### src/rtl/ebt_regs.svh
`ifndef EBT_REGS_SVH
`define EBT_REGS_SVH
// ****************************************
// register map
// ****************************************
`define EBT_TIMING_ADDR 8'hEE
`define EBT_TIMING_PAGE 4'hF
`define EBT_TIMING_RESET 8'hFF
`define EBT_SETUP_MSB 7
`define EBT_SETUP_LSB 6
`define EBT_WIDTH_MSB 5
`define EBT_WIDTH_LSB 2
`define EBT_HOLD_MSB 1
`define EBT_HOLD_LSB 0
// ****************************************
// timing
// ****************************************
`define EBT_OVERHEAD_CYCLES 3'h4
`endif

### src/rtl/ebt_pkg.sv
package ebt_pkg;
  typedef enum logic [2:0] {
    EBT_IDLE = 3'b000,
    EBT_ALEH = 3'b001,
    EBT_ALEL = 3'b010,
    EBT_SETUP = 3'b011,
    EBT_STROBE = 3'b100,
    EBT_HOLD = 3'b101,
    EBT_TAIL = 3'b110
  } ebt_state_t;
  typedef logic [2:0] ebt_mode_t;
endpackage

### src/rtl/ebt_ext_bus.sv
`timescale 1ns/1ps
`include "ebt_regs.svh"
module ebt_ext_bus (
  // clock and reset
  input wire logic clk,
  input wire logic rst,
  input wire logic clkEn,
  // special function register port
  input wire logic [7:0] sfrAddr,
  input wire logic [3:0] sfrPage,
  input wire logic sfrWrite,
  input wire logic [7:0] sfrWdata,
  output logic [7:0] sfrRdata,
  output logic sfrHit,
  // configuration from neighbouring registers
  input wire ebt_pkg::ebt_mode_t bus_muxing_select,
  input wire logic [1:0] aleWidth,
  input wire logic [7:0] upper_addr_bank,
  // transfer request
  input wire logic xferReq,
  input wire logic xferWrite,
  input wire logic xferWide,
  input wire logic [15:0] xferAddr,
  input wire logic [7:0] xferWdata,
  output logic xferBusy,
  output logic xferDone,
  output logic [7:0] xferRdata,
  // port 3, 4, 5 pins, enables low while driving
  output logic [7:0] p3Out,
  output logic p3OeN,
  output logic [7:0] p4Out,
  output logic p4OeN,
  input wire logic [7:0] p5In,
  output logic [7:0] p5Out,
  output logic p5OeN,
  // port 6 strobes
  output logic rdN,
  output logic wrN,
  output logic ale
);
  import ebt_pkg::*;

  // ****************************************
  // timing register
  // ****************************************
  logic [7:0] timing, next_timing;
  logic regSel;
  assign regSel = (sfrAddr == `EBT_TIMING_ADDR) && (sfrPage == `EBT_TIMING_PAGE);
  assign sfrHit = regSel;
  assign sfrRdata = regSel ? timing : 8'h00;

  always_comb begin
    next_timing = timing;
    if (regSel && sfrWrite) begin
      next_timing = sfrWdata;
    end
  end

  always_ff @(posedge clk or posedge rst) begin
    if (rst) begin
      timing <= `EBT_TIMING_RESET;
    end else if (clkEn) begin
      timing <= next_timing;
    end
  end

  logic [1:0] setupCode;
  logic [3:0] widthCode;
  logic [1:0] holdCode;
  assign setupCode = timing[`EBT_SETUP_MSB:`EBT_SETUP_LSB];
  assign widthCode = timing[`EBT_WIDTH_MSB:`EBT_WIDTH_LSB];
  assign holdCode = timing[`EBT_HOLD_MSB:`EBT_HOLD_LSB];

  // ****************************************
  // transfer sequencer
  // ****************************************
  ebt_state_t state, next_state;
  logic [3:0] cnt, next_cnt;
  logic muxed, next_muxed, isWrite, next_isWrite, drvHigh, next_drvHigh;
  logic [15:0] addr, next_addr;
  logic [7:0] wdata, next_wdata, rdata, next_rdata;
  logic done, next_done;
  logic modeMux, modeBank, modeNoBank, modeOk;

  assign modeMux = bus_muxing_select inside {3'b001, 3'b010, 3'b011};
  assign modeBank = bus_muxing_select inside {3'b010, 3'b110};
  assign modeNoBank = bus_muxing_select inside {3'b001, 3'b011, 3'b101, 3'b111};
  assign modeOk = modeBank || modeNoBank;

  always_comb begin
    next_state = state;
    next_cnt = cnt;
    next_muxed = muxed;
    next_isWrite = isWrite;
    next_drvHigh = drvHigh;
    next_addr = addr;
    next_wdata = wdata;
    next_rdata = rdata;
    next_done = 1'b0;
    case (state)
      EBT_IDLE: begin
        if (xferReq && modeOk) begin
          next_muxed = modeMux;
          next_isWrite = xferWrite;
          next_wdata = xferWdata;
          next_drvHigh = xferWide || modeBank;
          next_addr = xferWide ? xferAddr : {upper_addr_bank, xferAddr[7:0]};
          next_cnt = {2'b00, aleWidth};
          if (modeMux) begin
            next_state = EBT_ALEH;
          end else if (setupCode == 2'b00) begin
            next_cnt = widthCode;
            next_state = EBT_STROBE;
          end else begin
            next_cnt = {2'b00, setupCode} - 4'h1;
            next_state = EBT_SETUP;
          end
        end
      end
      EBT_ALEH: begin
        if (cnt == 4'h0) begin
          next_cnt = {2'b00, aleWidth};
          next_state = EBT_ALEL;
        end else begin
          next_cnt = cnt - 4'h1;
        end
      end
      EBT_ALEL: begin
        if (cnt == 4'h0) begin
          if (setupCode == 2'b00) begin
            next_cnt = widthCode;
            next_state = EBT_STROBE;
          end else begin
            next_cnt = {2'b00, setupCode} - 4'h1;
            next_state = EBT_SETUP;
          end
        end else begin
          next_cnt = cnt - 4'h1;
        end
      end
      EBT_SETUP: begin
        if (cnt == 4'h0) begin
          next_cnt = widthCode;
          next_state = EBT_STROBE;
        end else begin
          next_cnt = cnt - 4'h1;
        end
      end
      EBT_STROBE: begin
        if (cnt == 4'h0) begin
          if (!isWrite) begin
            next_rdata = p5In;
          end
          if (holdCode == 2'b00) begin
            next_cnt = `EBT_OVERHEAD_CYCLES - 4'h1;
            next_state = EBT_TAIL;
          end else begin
            next_cnt = {2'b00, holdCode} - 4'h1;
            next_state = EBT_HOLD;
          end
        end else begin
          next_cnt = cnt - 4'h1;
        end
      end
      EBT_HOLD: begin
        if (cnt == 4'h0) begin
          next_cnt = `EBT_OVERHEAD_CYCLES - 4'h1;
          next_state = EBT_TAIL;
        end else begin
          next_cnt = cnt - 4'h1;
        end
      end
      EBT_TAIL: begin
        if (cnt == 4'h0) begin
          next_done = 1'b1;
          next_state = EBT_IDLE;
        end else begin
          next_cnt = cnt - 4'h1;
        end
      end
      default: begin
        next_state = EBT_IDLE;
      end
    endcase
  end

  always_ff @(posedge clk or posedge rst) begin
    if (rst) begin
      state <= EBT_IDLE;
      cnt <= 4'h0;
      muxed <= 1'b0;
      isWrite <= 1'b0;
      drvHigh <= 1'b0;
      addr <= 16'h0000;
      wdata <= 8'h00;
      rdata <= 8'h00;
      done <= 1'b0;
    end else if (clkEn) begin
      state <= next_state;
      cnt <= next_cnt;
      muxed <= next_muxed;
      isWrite <= next_isWrite;
      drvHigh <= next_drvHigh;
      addr <= next_addr;
      wdata <= next_wdata;
      rdata <= next_rdata;
      done <= next_done;
    end
  end

  // ****************************************
  // pin drive
  // ****************************************
  logic active, dataPhase;
  assign active = state inside {EBT_ALEH, EBT_ALEL, EBT_SETUP, EBT_STROBE, EBT_HOLD};
  assign dataPhase = state inside {EBT_SETUP, EBT_STROBE, EBT_HOLD};
  assign xferBusy = (state != EBT_IDLE);
  assign xferDone = done;
  assign xferRdata = rdata;
  assign ale = (state == EBT_ALEH);
  assign rdN = !((state == EBT_STROBE) && !isWrite);
  assign wrN = !((state == EBT_STROBE) && isWrite);

  always_comb begin
    p3Out = 8'h00;
    p3OeN = 1'b1;
    p4Out = 8'h00;
    p4OeN = 1'b1;
    p5Out = 8'h00;
    p5OeN = 1'b1;
    if (active && muxed) begin
      p4Out = addr[15:8];
      p4OeN = !drvHigh;
      if (state == EBT_ALEH || state == EBT_ALEL) begin
        p5Out = addr[7:0];
        p5OeN = 1'b0;
      end else if (isWrite) begin
        p5Out = wdata;
        p5OeN = 1'b0;
      end
    end else if (active) begin
      p4Out = addr[7:0];
      p4OeN = 1'b0;
      p3Out = addr[15:8];
      p3OeN = !drvHigh;
      if (isWrite && dataPhase) begin
        p5Out = wdata;
        p5OeN = 1'b0;
      end
    end
  end

  // ****************************************
  // checks
  // ****************************************
  // length of the current strobe pulse
  logic [4:0] strobeRun, next_strobeRun;

  always_comb begin
    next_strobeRun = strobeRun;
    if (!rdN || !wrN) begin
      next_strobeRun = strobeRun + 5'h01;
    end else begin
      next_strobeRun = 5'h00;
    end
  end

  always_ff @(posedge clk or posedge rst) begin
    if (rst) begin
      strobeRun <= 5'h00;
    end else if (clkEn) begin
      strobeRun <= next_strobeRun;
    end
  end
endmodule

### config.mk
export PLATFORM = sky130hd
export DESIGN_NAME = ebt_ext_bus
export DESIGN_NICKNAME = d
export VERILOG_FILES = /design/src/rtl/ebt_pkg.sv /design/src/rtl/ebt_ext_bus.sv
export VERILOG_INCLUDE_DIRS = /design/src /design/src/rtl
export SDC_FILE = /design/constraint.sdc
export NUM_CORES = 1
export LEC_CHECK = 0
export BUFFER_PORTS_ARGS = -buffer_cell sky130_fd_sc_hd__buf_2
export CORE_MARGIN = 3
export CORE_UTILIZATION = 35
export DETAILED_ROUTE_END_ITERATION = 16
export PLACE_DENSITY_LB_ADDON = 0.12
export SETUP_SLACK_MARGIN = 0.3
export SKIP_LAST_GASP = 1
export SLEW_MARGIN = 25
export SYNTH_ARGS = -nofsm -noshare
export SYNTH_HDL_FRONTEND = slang
export SYNTH_SLANG_ARGS = --single-unit
### constraint.sdc
create_clock -name clk -period 2.3 [get_ports clk]
set_input_delay 0.46 -clock clk [delete_from_list [all_inputs] [get_ports clk]]
set_output_delay 0.46 -clock clk [all_outputs]
set_load 0.1 [all_outputs]
==> flow_summary.yaml <==
timing:
  max_slew_margin: 0.623
  finalCritPeriodShare: 1.02
  finalSetupViolations: 7
  drv_slew: 0
  hold_viol_final: 0
  worst_pin_slew_ns: 0.565
  timing.fmax_ghz: 0.427
  final.min_clock_period_ns: 2.34
  worst_slack_ns: -0.0427
  rsz0062_at_grt: "yes"
  clock_skew_ns: 0.00765
clocking:
  cts_buffer_depth: 2
  numClockSinks: 51
  clock_latency_ns: 0.31
  numCtsBuffers: 5
  cts_root_buf: "clkbuf_8"
  htree_levels: 2
  cts_tree: "yes"
  path_clk_slew_ns: 0.10
floorplan:
  rows: 33
  fp.dieH_um: 98.9
  dieArea_sq_um: 9780
  start_util: 0.364
  fp.coreArea_sq_um: 8300
  die_x_um: 98.9
  ios: 121
routing:
  wl_mm: 8.97
  wl_per_cell_um: 16.0
  vias_per_cell: 5.16
  drt_first_pass_iters: 4
  drc: 0
  drt_iter0_markers: 100
  num_vias: 2883
  ant_nets: 0
layout:
  final_cell_count_no_fill: 559
  syn_to_final_growth_pct: 71.3
  layout-drive-gt1-share: 0.610
  nets: 529
  fin_area_sq_um: 5180
  insertedDiodeCount: 0
  seqCellArea_sq_um: 1290
  fill_cells: 688
  multi_input_area_sq_um: 2020
global_route:
  grt_usage: 0.182
  grt_pass1_wl_mm: 14.5
  antenna_found_initial: 0
  grt_remaining_overflow: 0
  grt_pass1_vias: 2873
  grt_max_degree: 36
yosys:
  ys.flop_type: "dfrtp_1"
  yosys_warnings: 0
  synthesis.area_sq_um: 3020
  synth_fp_nets: 380
  syn_area_per_cell_sq_um: 9.94
  synthArstFlopShare: 1.00
  ys_ff_latch: 51
  yosysSeqAreaShare: 0.426
  syn_inst: 304
  synth_edf_count: 0
  ys_types: 58
worst_setup_path:
  worst_setup_path_start_kind: "flop"
  endpoint_kind: "primary output"
  crit_type: "flop to primary output"
  critical_path_required_ns: 1.84
  worst_ep_arrival_time_ns: 1.88
  path_max_fanout: 5
place:
  hpwlAfterDp_mm: 6.81
  gp_congestion: 0.877
  io_buffers: 120
  placed_area_sq_um: 4710
  dp_cells: 533
hold_path:
  worstHoldPathType: "input pin to asynchronous set/reset pin"
job:
  maxCapViolCount: 0
outcome:
  outcome: "complete, but fails checks"
  violations: "negative setup slack"
[per-stage QoR]
step	util	hold slack (ns)	setup slack, ns	setup TNS (ns)
2_1_floorplan	-	0.480	-0.522	-6.13
3_3_place_gp	0.567	0.483	0.131	0
3_5_place_dp	0.567	0.489	0.0896	0
4_1_cts	0.612	0.204	-0.0525	-0.292
5_1_grt	0.624	0.234	-0.126	-0.857
6_report	0.624	0.193	-0.0427	-0.232
[Yosys cell counts, types with 4 or more instances]
cell type   n  share of area
nand3_1     7          0.012
nor2_1     29          0.036
mux2i_1    16          0.053
o21ai_0    18          0.030
inv_1       9          0.011
buf_6       4          0.015
and2_1     18          0.037
ha_1        4          0.017
dfstp_2     8          0.070
nand4b_1    4          0.012
a21oi_1    23          0.038
dfrtp_1    43           0.36
buf_2       5         0.0083
mux2_2     30           0.11
a22o_1      4          0.012
nand2_1    19          0.024
[cell usage in the layout (no fill, tap or decap), drive strengths merged, types with 3 or more instances in the layout]
master  netlist  layout
buf          14     157
dfrtp        43      43
mux2         31      31
nor2         30      31
a21oi        23      23
o21ai        20      20
nand2        19      19
and2         18      18
mux2i        16      16
inv           9      10
dfstp         8       8
nand3         7       7
clkbuf        2       6
a22o          5       5
nand4b        4       4
ha            4       4
nand2b        3       3
o31ai         3       3
nor2b         3       3
nor4          3       3
o22ai         3       3
nor3          3       3
[final cells by class]
class,instances,share of cell area
clock buffer,6,0.0140
clock inverter,2,0.00749
inverter,9,0.00653
multi-input combinational,229,0.389
sequential,51,0.249
tap,105,0.0254
timing repair buffer,157,0.308
[metal layers]
layer / track usage / up-vias / routed length [um]
met5: 0 / - / 0
met4: 0.0378 / 0 / 78
met3: 0.0304 / 7 / 458
met2: 0.295 / 80 / 4390
met1: 0.256 / 1398 / 4040
li1: - / 1398 / -
[repair_timing]
action / 4_1_cts / 5_1_grt
gates cloned: 2 / 0
setup endpoints to repair: 61 / 46
setup buffers: 13 / 3
pin swaps: 14 / 9
hold buffers: 0 / 0
resized for setup: 34 / 17
[sequential cells by signal, summed over array words and instances, names as in the netlist]
signal and cells:
addr 16, cnt 4, drvHigh 1, isWrite 1, muxed 1, state 3
timing 8, wdata 8, xferDone 1, xferRdata 8
[final timing paths]
kind,from,endpoint,slack (ns),depth (start not counted)
setup / recovery,state[0],p5Out[0],-0.04,7
hold / removal,rst,wdata[0],0.19,2
setup reg to reg,state[0],cnt[1],0.20,8
hold reg to reg,xferRdata[6],xferRdata[6],0.51,1
max in group asynchronous,rst,xferDone,1.55,3
min in group clk,sfrWdata[1],timing[1],0.37,3
[worst max-delay path, stage by stage, from the launching register on]
cell and delay [ns]:
dfrtp_2 0.43, or2b_4 0.27, a21oi_4 0.17, and2_4 0.19
buf_12 0.13, nand2_4 0.05, a21oi_4 0.14, buf_12 0.19
[cells by family after synthesis]
| kind of cell | synth area share |
|---|---|
| AND/OR/NAND/NOR | 0.185 |
| adder cells (fa/ha/maj) | 0.0199 |
| flip-flops | 0.426 |
| multiplexers | 0.169 |
| AO/OA/AOI/OAI | 0.154 |
| buffers and inverters | 0.0468 |
Power is not shown: default switching activity piles up to over one toggle a cycle in this logic, so the estimate is an artifact.
